==> src/core/pcims_pkg.sv <==
// Purpose: Shared types, bus codes and decode helpers for the PCI master command sequencer.
// Assumes: PCI bus synchronous to ref_clk_i; one command in flight at a time.
// Notes: Counts of zero are handled as one by the beat generator.
package pcims_pkg;

    typedef enum logic [2:0] {
        OP_CFG_RD,
        OP_CFG_WR,
        OP_MEM_WR32,
        OP_MEM_RD32,
        OP_MEM_WR64,
        OP_MEM_RD64,
        OP_IO_RD,
        OP_IO_WR
    } pcims_op_t;

    typedef enum logic [2:0] {
        TERM_OK,
        TERM_RETRY,
        TERM_DISC,
        TERM_TABORT,
        TERM_MABORT
    } pcims_term_t;

    localparam int CNT_W = 16;

    typedef struct packed {
        pcims_op_t op;
        logic [31:0] addr;
        logic [63:0] data;
        logic [3:0] be;
        logic [CNT_W-1:0] count;
    } pcims_cmd_t;

    // PCI bus command codes driven on the low C/BE lanes in the address phase; BE_ALL enables every byte lane in data phases.
    localparam logic [3:0] BUS_IO_RD = 4'h2;
    localparam logic [3:0] BUS_IO_WR = 4'h3;
    localparam logic [3:0] BUS_MEM_RD = 4'h6;
    localparam logic [3:0] BUS_MEM_WR = 4'h7;
    localparam logic [3:0] BUS_CFG_RD = 4'hA;
    localparam logic [3:0] BUS_CFG_WR = 4'hB;
    localparam logic [3:0] BE_ALL = 4'h0;

    localparam logic [CNT_W-1:0] COUNT_ZERO = 16'h0000;
    localparam logic [CNT_W-1:0] COUNT_ONE = 16'h0001;
    localparam logic [CNT_W-1:0] COUNT_TWO = 16'h0002;

    // Clocks after the address phase that a target has to assert DEVSEL#.
    localparam logic [2:0] MABORT_CLKS = 3'h4;

    function automatic logic is_write(input pcims_op_t op);
        return op == OP_CFG_WR || op == OP_MEM_WR32 || op == OP_MEM_WR64 || op == OP_IO_WR;
    endfunction

    function automatic logic is_wide(input pcims_op_t op);
        return op == OP_MEM_WR64 || op == OP_MEM_RD64;
    endfunction

    function automatic logic [3:0] bus_code(input pcims_op_t op);
        case (op)
            OP_CFG_RD: return BUS_CFG_RD;
            OP_CFG_WR: return BUS_CFG_WR;
            OP_MEM_WR32, OP_MEM_WR64: return BUS_MEM_WR;
            OP_MEM_RD32, OP_MEM_RD64: return BUS_MEM_RD;
            OP_IO_RD: return BUS_IO_RD;
            default: return BUS_IO_WR;
        endcase
    endfunction

endpackage

==> src/core/pcims_sequencer.sv <==
// Purpose: PCI initiator that turns a stream of test commands into bus transactions.
// Assumes: Bus pins are synchronous to ref_clk_i, so they are sampled without synchronisers.
// Notes: 64-bit commands assume the target accepts the 64-bit extension.
`timescale 1ns/100ps
`default_nettype none
module pcims_sequencer
(
    // Clock and reset
    input wire logic ref_clk_i,
    input wire logic reset_n_i,
    // Command stream
    input wire logic cmd_valid_i,
    input wire pcims_pkg::pcims_cmd_t cmd_i,
    output logic cmd_ready_o,
    // Completion and read data
    output logic done_o,
    output pcims_pkg::pcims_term_t term_o,
    output logic [pcims_pkg::CNT_W-1:0] moved_o,
    output logic rd_valid_o,
    output logic [63:0] rd_data_o,
    // Arbitration
    output logic req_n_o,
    input wire logic gnt_n_i,
    // Address, data and byte enables
    input wire logic [63:0] ad_i,
    output logic [63:0] ad_o,
    output logic ad_lo_oe_o,
    output logic ad_hi_oe_o,
    output logic [7:0] cbe_o,
    output logic cbe_oe_o,
    // Control pins
    input wire logic frame_n_i,
    output logic frame_n_o,
    input wire logic irdy_n_i,
    output logic irdy_n_o,
    output logic ctl_oe_o,
    output logic req64_n_o,
    input wire logic trdy_n_i,
    input wire logic devsel_n_i,
    input wire logic stop_n_i
);

    typedef enum logic [2:0] {
        S_IDLE,
        S_REQ,
        S_ADDR,
        S_DATA,
        S_TURN
    } pcims_state_t;

    pcims_state_t state_reg;
    pcims_pkg::pcims_cmd_t cur_reg;
    logic [63:0] beat_data;
    logic beat_last;
    logic beat_last2;
    logic [2:0] mab_cnt_reg;
    logic claimed_reg;
    logic term_valid_reg;
    logic wr_cmd;
    logic wide_cmd;
    logic grant_ok;
    logic xfer;
    logic stop_seen;
    logic abort_cond;
    logic end_req;
    logic finish;

    assign wr_cmd = pcims_pkg::is_write(cur_reg.op);
    assign wide_cmd = pcims_pkg::is_wide(cur_reg.op);
    // The bus is taken only when granted and the previous owner has let it go idle.
    assign grant_ok = state_reg == S_REQ && !gnt_n_i && frame_n_i && irdy_n_i;
    assign xfer = state_reg == S_DATA && !trdy_n_i && !devsel_n_i;
    assign stop_seen = state_reg == S_DATA && !stop_n_i;
    assign abort_cond = state_reg == S_DATA && !claimed_reg && devsel_n_i &&
        mab_cnt_reg >= pcims_pkg::MABORT_CLKS;
    assign end_req = (xfer && beat_last) || stop_seen || abort_cond || term_valid_reg;
    // FRAME# must already be high, so the phase in progress is the final one.
    assign finish = state_reg == S_DATA && end_req && frame_n_o;
    assign cmd_ready_o = state_reg == S_IDLE;

    pcims_beat_gen u_beat
    (
        .ref_clk_i(ref_clk_i),
        .reset_n_i(reset_n_i),
        .load_i(state_reg == S_REQ),
        .step_i(xfer),
        .wide_i(wide_cmd),
        .seed_i(cur_reg.data),
        .count_i(cur_reg.count),
        .data_o(beat_data),
        .left_o(),
        .moved_o(moved_o),
        .last_o(beat_last),
        .last2_o(beat_last2)
    );

    always_ff @(posedge ref_clk_i)
    begin
        if (!reset_n_i)
        begin
            state_reg <= S_IDLE;
            cur_reg <= '0;
        end
        else
        begin
            case (state_reg)
                S_IDLE:
                begin
                    if (cmd_valid_i)
                    begin
                        cur_reg <= cmd_i;
                        // Only memory commands may burst; the others always move one phase.
                        if (!(cmd_i.op inside {pcims_pkg::OP_MEM_WR32, pcims_pkg::OP_MEM_RD32,
                            pcims_pkg::OP_MEM_WR64, pcims_pkg::OP_MEM_RD64}))
                            cur_reg.count <= pcims_pkg::COUNT_ONE;
                        state_reg <= S_REQ;
                    end
                end
                S_REQ:
                begin
                    if (grant_ok)
                        state_reg <= S_ADDR;
                end
                S_ADDR: state_reg <= S_DATA;
                S_DATA:
                begin
                    if (finish)
                        state_reg <= S_TURN;
                end
                S_TURN: state_reg <= S_IDLE;
                default: state_reg <= S_IDLE;
            endcase
        end
    end

    // FRAME# rises for the last data phase, so a count of one never bursts.
    always_ff @(posedge ref_clk_i)
    begin
        if (!reset_n_i)
            frame_n_o <= 1'b1;
        else if (grant_ok)
            frame_n_o <= 1'b0;
        else if (state_reg == S_ADDR)
            frame_n_o <= beat_last;
        else if (state_reg == S_DATA && (end_req || (xfer && beat_last2)))
            frame_n_o <= 1'b1;
        else if (state_reg == S_TURN)
            frame_n_o <= 1'b1;
    end

    always_ff @(posedge ref_clk_i)
    begin
        if (!reset_n_i)
            req64_n_o <= 1'b1;
        else if (grant_ok)
            req64_n_o <= !pcims_pkg::is_wide(cur_reg.op);
        else if (state_reg == S_ADDR)
            req64_n_o <= !wide_cmd || beat_last;
        else if (state_reg == S_DATA && (end_req || (xfer && beat_last2)))
            req64_n_o <= 1'b1;
        else if (state_reg == S_TURN)
            req64_n_o <= 1'b1;
    end

    always_ff @(posedge ref_clk_i)
    begin
        if (!reset_n_i)
            irdy_n_o <= 1'b1;
        else if (state_reg == S_ADDR)
            irdy_n_o <= 1'b0;
        else if (finish)
            irdy_n_o <= 1'b1;
    end

    // Control pins stay driven through the turnaround cycle so they are left high, not floating.
    always_ff @(posedge ref_clk_i)
    begin
        if (!reset_n_i)
            ctl_oe_o <= 1'b0;
        else if (grant_ok)
            ctl_oe_o <= 1'b1;
        else if (state_reg == S_TURN)
            ctl_oe_o <= 1'b0;
    end

    always_ff @(posedge ref_clk_i)
    begin
        if (!reset_n_i)
            req_n_o <= 1'b1;
        else if (state_reg == S_IDLE && cmd_valid_i)
            req_n_o <= 1'b0;
        else if (state_reg == S_ADDR)
            req_n_o <= 1'b1;
    end

    always_ff @(posedge ref_clk_i)
    begin
        if (!reset_n_i || state_reg == S_ADDR)
            mab_cnt_reg <= 3'h0;
        else if (state_reg == S_DATA && mab_cnt_reg < pcims_pkg::MABORT_CLKS)
            mab_cnt_reg <= mab_cnt_reg + 3'h1;
    end

    always_ff @(posedge ref_clk_i)
    begin
        if (!reset_n_i || state_reg == S_ADDR)
            claimed_reg <= 1'b0;
        else if (state_reg == S_DATA && !devsel_n_i)
            claimed_reg <= 1'b1;
    end

    // The first terminating event decides the reported reason.
    always_ff @(posedge ref_clk_i)
    begin
        if (!reset_n_i)
        begin
            term_valid_reg <= 1'b0;
            term_o <= pcims_pkg::TERM_OK;
        end
        else if (state_reg == S_ADDR)
            term_valid_reg <= 1'b0;
        else if (state_reg == S_DATA && !term_valid_reg && end_req)
        begin
            term_valid_reg <= 1'b1;
            if (abort_cond)
                term_o <= pcims_pkg::TERM_MABORT;
            else if (stop_seen && devsel_n_i)
                term_o <= pcims_pkg::TERM_TABORT;
            else if (stop_seen && !xfer && moved_o == pcims_pkg::COUNT_ZERO)
                term_o <= pcims_pkg::TERM_RETRY;
            else if (stop_seen)
                term_o <= pcims_pkg::TERM_DISC;
            else
                term_o <= pcims_pkg::TERM_OK;
        end
    end

    always_ff @(posedge ref_clk_i)
    begin
        if (!reset_n_i)
            done_o <= 1'b0;
        else
            done_o <= state_reg == S_TURN;
    end

    always_ff @(posedge ref_clk_i)
    begin
        if (!reset_n_i)
        begin
            rd_valid_o <= 1'b0;
            rd_data_o <= 64'h0000000000000000;
        end
        else
        begin
            rd_valid_o <= xfer && !wr_cmd;
            if (xfer && !wr_cmd)
                rd_data_o <= wide_cmd ? ad_i : {32'h00000000, ad_i[31:0]};
        end
    end

    // Both pin groups are muxed from registered state only.
    assign ad_o = (state_reg == S_ADDR) ? {32'h00000000, cur_reg.addr} : beat_data;
    assign ad_lo_oe_o = state_reg == S_ADDR || (state_reg == S_DATA && wr_cmd);
    assign ad_hi_oe_o = state_reg == S_DATA && wr_cmd && wide_cmd;
    assign cbe_oe_o = ctl_oe_o && state_reg != S_TURN;
    assign cbe_o = (state_reg == S_ADDR) ? {4'h0, pcims_pkg::bus_code(cur_reg.op)} :
        {pcims_pkg::BE_ALL, (cur_reg.op == pcims_pkg::OP_CFG_WR) ? cur_reg.be : pcims_pkg::BE_ALL};
endmodule
`default_nettype wire

==> src/core/pcims_beat_gen.sv <==
// Purpose: Data phase counter and auto-incrementing write data for one transaction.
// Assumes: load_i and step_i never coincide.
// Notes: A 32-bit burst wraps within the low doubleword and clears the high half on every step.
`timescale 1ns/100ps
`default_nettype none
module pcims_beat_gen
(
    // Clock and reset
    input wire logic ref_clk_i,
    input wire logic reset_n_i,
    // Control
    input wire logic load_i,
    input wire logic step_i,
    input wire logic wide_i,
    input wire logic [63:0] seed_i,
    input wire logic [pcims_pkg::CNT_W-1:0] count_i,
    // State
    output logic [63:0] data_o,
    output logic [pcims_pkg::CNT_W-1:0] left_o,
    output logic [pcims_pkg::CNT_W-1:0] moved_o,
    output logic last_o,
    output logic last2_o
);

    always_ff @(posedge ref_clk_i)
    begin
        if (!reset_n_i)
            data_o <= 64'h0000000000000000;
        else if (load_i)
            data_o <= seed_i;
        else if (step_i && wide_i)
            data_o <= data_o + 64'h0000000000000001;
        else if (step_i)
            data_o <= {32'h00000000, data_o[31:0] + 32'h00000001};
    end

    always_ff @(posedge ref_clk_i)
    begin
        if (!reset_n_i)
            left_o <= pcims_pkg::COUNT_ONE;
        else if (load_i)
            left_o <= (count_i == pcims_pkg::COUNT_ZERO) ? pcims_pkg::COUNT_ONE : count_i;
        else if (step_i && left_o != pcims_pkg::COUNT_ONE)
            left_o <= left_o - pcims_pkg::COUNT_ONE;
    end

    always_ff @(posedge ref_clk_i)
    begin
        if (!reset_n_i || load_i)
            moved_o <= pcims_pkg::COUNT_ZERO;
        else if (step_i)
            moved_o <= moved_o + pcims_pkg::COUNT_ONE;
    end

    assign last_o = left_o == pcims_pkg::COUNT_ONE;
    assign last2_o = left_o == pcims_pkg::COUNT_TWO;

endmodule
`default_nettype wire

==> config.mk <==
export PLATFORM = sky130hd
export DESIGN_NAME = pcims_sequencer
export DESIGN_NICKNAME = d
export VERILOG_FILES = /design/src/core/pcims_pkg.sv /design/src/core/pcims_sequencer.sv /design/src/core/pcims_beat_gen.sv
export SDC_FILE = /design/constraint.sdc
export NUM_CORES = 1
export LEC_CHECK = 0
export ABC_AREA = 0
export ABC_CLOCK_PERIOD_IN_PS = 3000
export BUFFER_PORTS_ARGS = -buffer_cell sky130_fd_sc_hd__buf_2
export CAP_MARGIN = 15
export CORE_MARGIN = 2
export CORE_UTILIZATION = 58
export CTS_CLUSTER_DIAMETER = 40
export CTS_CLUSTER_SIZE = 20
export DETAILED_ROUTE_END_ITERATION = 8
export GPL_ROUTABILITY_DRIVEN = 0
export PLACE_DENSITY_LB_ADDON = 0.08
export REMOVE_ABC_BUFFERS = 1
export SLEW_MARGIN = 30
export SYNTH_ARGS = -nofsm -noshare
export SYNTH_HDL_FRONTEND = slang
export SYNTH_SLANG_ARGS = --single-unit
==> constraint.sdc <==
create_clock -name ref_clk_i -period 3 [get_ports ref_clk_i]
set_input_delay 0.6 -clock ref_clk_i [delete_from_list [all_inputs] [get_ports ref_clk_i]]
set_output_delay 0.6 -clock ref_clk_i [all_outputs]
set_load 0.01 [all_outputs]
==> flow_summary.toml, run 1 <==
[run_status]
outcome = "complete, no violations"

[clocking]
clk_pin_slew_ps = 60
ctsResizeCount = 0
cts_sinks = 297
worstSkewPairLatency_ps = 530
ctsRootBufferMaster = "clkbuf_16"
clockBufferDepth = 3
cts_buffers = 41
cts.hold.buffers_added = 0
h-tree-depth = 2
post_cts.repair.setup_buffers = 0
cts_tree = "built"

[sta]
rsz0062_at_grt = "no"
tightest_slew_ps = 770
fmax_ghz = 0.347
setup-violations-final = 0
finClkSkew_ps = 19.7
finalCriticalPeriod_ps = 2880
fin_crit_sh = 0.961
max_slew_margin = 0.487
slew_viol_final = 0
hold_violations = 0
layout_setup_ws_ps = 118

[synth]
synth.most_common_cell = "nand2_1"
yosysTopAreaCellShare = 0.426
netlist_instances = 1876
synth-main-ff-cell = "dfxtp_1"
synth_compound_area_frac = 0.180
synth_top_area_cell = "dfxtp_1"
synthArstFlopShare = 0
avgSynthCellArea_um2 = 7.44
synth-simple-area-share = 0.313
synth_edf_count = 0
synth_adder_area_share = 0.00628
synth_area_leaders = "dfxtp_1 (43%), nand2_1 (14%), a21oi_1 (8.1%)"
synth-seq-cells = 297
netlist_area_mm2 = 0.0140
synth_warnings = 0
synth_top_family_by_area = "simple AND/OR/NAND/NOR gates"
synth_common_cells = "nand2_1 (524), dfxtp_1 (297), a21oi_1 (226)"
ys_types = 71
synth_seq_area_share = 0.426
synthMuxAreaShare = 0.00663
synthXorXnorAreaFrac = 0.0182

[routing]
drt_iter0_drc = 1598
drc_errors = 0
wl_per_cell_um = 17.5
first_pass_iters = 6
viasPerCell = 5.95
routed_wl_um = 43900
final_antenna_net_count = 0
vias = 14900

[global_route]
grt_pass1_wl_um = 70500
grt_overflow_total = 0
grt_max_degree = 140
antenna_found_initial = 6
grt_pass1_vias = 13900
grtUsageTotal = 0.332

[floorplanning]
fp-row-count = 56
start_util = 0.593
core_mm2 = 0.0235
dieArea_mm2 = 0.0253
die_height_um = 159
pin_count = 358
die_x_um = 159

[pwr]
clkPwrFrac = 0.490
power.internal_w = 0.00739
p_sw_w = 0.00269
max-vdd-ir-drop_v = 0.000489
p_sw_frac = 0.267
p_per_area_mw_per_mm2 = 583
pwr-share-seq = 0.418
pwr-share-comb = 0.091
leakage_nw = 6.98

[finish]
finalNetCount = 2353
fill_cells = 1941
seqCellArea_mm2 = 0.00595
largest_reg_flops = 119
finalNonFillerCells = 2508
layout-drive-gt1-share = 0.223
multi_input_comb_area_mm2 = 0.00738
area_growth_pct = 23.8
postLayoutCellArea_mm2 = 0.0173

[placed_design]
dpl_cell_area_mm2 = 0.0159
dpl.hpwl_um = 29000
placed_cells = 2430
io_buffers = 353
place_ws_ps = 524

[min_path]
hp-class = "input port to flop"
hold_depth = 3

[critical_path]
crit_required_ps = 2400
crit_type = "flop to primary output"
worstRegToRegCells = 6
critPathMaxFanout = 29
worst_setup_path_start_kind = "flop"
end_kind = "primary output"
critical_path_arrival_ps = 2280

[job]
maxCapViolCount = 0
==> worst max-delay path: stages, from the launching register on <==
cell     delay [ps]
dfxtp_2         420
inv_1           120
or3_1           550
buf_4           310
nand2_1         120
nand2_1          60
buf_2           140
==> cell type report <==
type                    count  area share
multi-input cells        1412       0.427
clock buffers              44      0.0606
clock inverters            29      0.0199
well taps                 319      0.0231
flip-flops and latches    297       0.344
repair buffers            384       0.120
inverters                  18     0.00420
diodes                      5    0.000724
==> placed cells by master (no fill, tap or decap), types with 18 or more instances in the layout <==
master | Yosys | routed
buf_2 | 21 | 353
dfxtp_1 | 297 | 296
and3_1 | 18 | 18
buf_4 | 4 | 25
nor2_1 | 68 | 65
nor4_1 | 31 | 30
nand3_1 | 117 | 117
xnor2_1 | 19 | 19
o211ai_1 | 18 | 18
nand4_1 | 32 | 32
a21oi_1 | 226 | 226
nor3_1 | 32 | 32
or4_1 | 18 | 18
clkbuf_16 | 0 | 41
nand2_1 | 524 | 522
o21ai_0 | 45 | 45
a31oi_1 | 20 | 20
nor2b_1 | 32 | 31
==> per-layer routing <==
metal,wire length [um],GRT usage,up-vias
li1,-,-,7145
met2,20800,0.544,700
met4,1420,0.127,4
met1,17700,0.432,6951
met5,21,0,-
met3,4030,0.0667,117
==> power by group through the flow <==
stage	clock (W)	combinational (W)	sequential, W
final	0.00494	0.000920	0.00422
after global routing	0.00516	0.00101	0.00423
after CTS	0.00497	0.000915	0.00421
after detailed placement	0	0.000908	0.00430
after global placement	0	0.000894	0.00429
after floorplan	0	0.000536	0.00427
==> per-stage QoR <==
step	util	hold WS, ps	power [W]	TNS [ps]
after floorplan	-	431	0.00480	-587400
after global placement	0.674	435	0.00519	0
after detailed placement	0.674	443	0.00521	0
after CTS	0.733	297	0.0101	0
after global routing	0.734	306	0.0104	0
final	0.734	302	0.0101	0
==> final timing paths <==
path	startpoint	endpoint	slack (ps)
setup / recovery	state_reg[1]	ad_o[11]	120
hold / removal	cmd_i[100]	cur_reg[100]	300
setup reg to reg	u_beat.data_o[1]	u_beat.data_o[34]	350
hold reg to reg	rd_data_o[59]	rd_data_o[59]	450
==> cell families after synthesis <==
kind of cell,count (synthesis)
AO/OA/AOI/OAI,419
XOR/XNOR,29
adder cells (fa/ha/maj),7
buffers and inverters,170
flip-flops,297
multiplexers,9
other,1
AND/OR/NAND/NOR,944
Note: power is estimated with default switching activity, not from simulation.
==> inputs of run 2 (changes only) <==
Settings changed: ABC_CLOCK_PERIOD_IN_PS 3000 to 2700, CORE_UTILIZATION 58 to 54.
Clock period 3 ns to 2.7 ns, I/O delays scaled along.
==> flow_summary.toml, run 2 (synthesis gave the netlist of run 1 again) <==
[clocking]
cts_sinks = 297
h-tree-depth = 2
clk_pin_slew_ps = 60
worstSkewPairLatency_ps = 530
cts_tree = "built"
cts.hold.buffers_added = 0
cts_buffers = 42
clockBufferDepth = 3
ctsRootBufferMaster = "clkbuf_16"

[sta]
rsz0062_at_grt = "no"
tightest_slew_ps = 677
hold_violations = 0
setup-violations-final = 0
fmax_ghz = 0.382
finClkSkew_ps = 15.8
finalCriticalPeriod_ps = 2620
max_slew_margin = 0.549
whs_ps = 245
fin_crit_sh = 0.970
slew_viol_final = 0

[min_path]
hold_depth = 3
hp-class = "input port to flop"
hold_start = "cmd_i[51]"

[placed_design]
dpl.hpwl_um = 30900
io_buffers = 353

[finish]
finalNetCount = 2375
multi_input_comb_area_mm2 = 0.00739
postLayoutCoreUtil = 0.695
layout-drive-gt1-share = 0.230
final_common_cell = "nand2_1"
fill_cells = 2190
layout_common_cells = "nand2_1 (522), buf_2 (353), dfxtp_1 (296)"
seqCellArea_mm2 = 0.00595
area_growth_pct = 25.8
largest_reg_flops = 119

[pwr]
p_per_area_mw_per_mm2 = 643
max-vdd-ir-drop_v = 0.000540
leakage_nw = 7.13

[global_route]
grt_pass1_vias = 13700
grtUsageTotal = 0.319
grt_max_degree = 105
antenna_found_initial = 4
grt_pass1_wl_um = 70100
grt_overflow_total = 0

[critical_path]
worstRegToRegCells = 6
r2r_start = "state_reg[0]"
end_kind = "primary output"
worst_setup_path_start_kind = "flop"
critical_path_arrival_ps = 2080
crit_required_ps = 2160
critPathMaxFanout = 30
startpoint = "state_reg[1]"
crit_type = "flop to primary output"

[floorplanning]
start_util = 0.553
pin_count = 358
die_height_um = 165
fp-row-count = 58
core_mm2 = 0.0253
die_x_um = 165
dieArea_mm2 = 0.0271

[routing]
routed_wl_um = 45500
vias = 15000
drc_errors = 0
first_pass_iters = 8
final_antenna_net_count = 0
drt_iter0_drc = 1716
wl_per_cell_um = 17.9
viasPerCell = 5.89

[run_status]
outcome = "complete, no violations"

[job]
maxCapViolCount = 0
## run 2: final timing paths
path	to	slack (ps)
hold reg to reg	rd_data_o[45]	450
setup reg to reg	u_beat.data_o[17]	310
setup / recovery	ad_o[3]	80
hold / removal	cur_reg[51]	240
## run 2: repair_timing
action,in CTS,in global routing
pin swaps,0,1
buffers inserted,0,4
gates resized for setup,2,3
setup endpoints to repair,29,43
endpoints found under the hold margin,0,0
## run 2: report_power, final
group	total (W)	internal (W)	leakage, nW	switching (W)
clock network	0.00553	0.00344	0.691	0.00209
registers	0.00469	0.00455	2.41	0.000143
logic	0.00107	0.000406	4.03	0.000662
## run 2: area by class of cell
class	count	share of cell area
multi-input combinational	1412	0.421
timing repair buffer	405	0.131
antenna	4	0.000570
clock buffer	54	0.0678
clock inverter	22	0.0134
sequential	297	0.339
inverter	18	0.00413
tap	330	0.0235
## run 2: stage by stage
| stage | cells | setup WS [ps] | instance area (um2) | TNS, ps | power (W) |
|---|---|---|---|---|---|
| finish | 2542 | 81.9 | 17600 | 0 | 0.0113 |
| global route | 2538 | 10.7 | 17600 | 0 | 0.0117 |
| CTS | 2534 | 0.905 | 17500 | 0 | 0.0113 |
| detailed placement | 2458 | 366 | 16100 | 0 | 0.00583 |
| global placement | 2458 | 394 | 16100 | 0 | 0.00580 |
| floorplan | 1727 | -3530 | 13300 | -671740 | 0.00534 |
## run 2: worst max-delay path, cell delays in order, from the launching register on
cell and delay, ps:
dfxtp_2 420, inv_1 130, or3_4 470, buf_6 230, nand2_1 110, nand2_1 50, buf_2 130
## run 2: routing by layer
layer / up-vias / global-route usage / wire length [um]
met2: 696 / 0.530 / 21400
met4: 2 / 0.100 / 1120
met3: 93 / 0.0716 / 4490
met1: 6988 / 0.414 / 18400
met5: - / 0 / 13
li1: 7182 / - / -
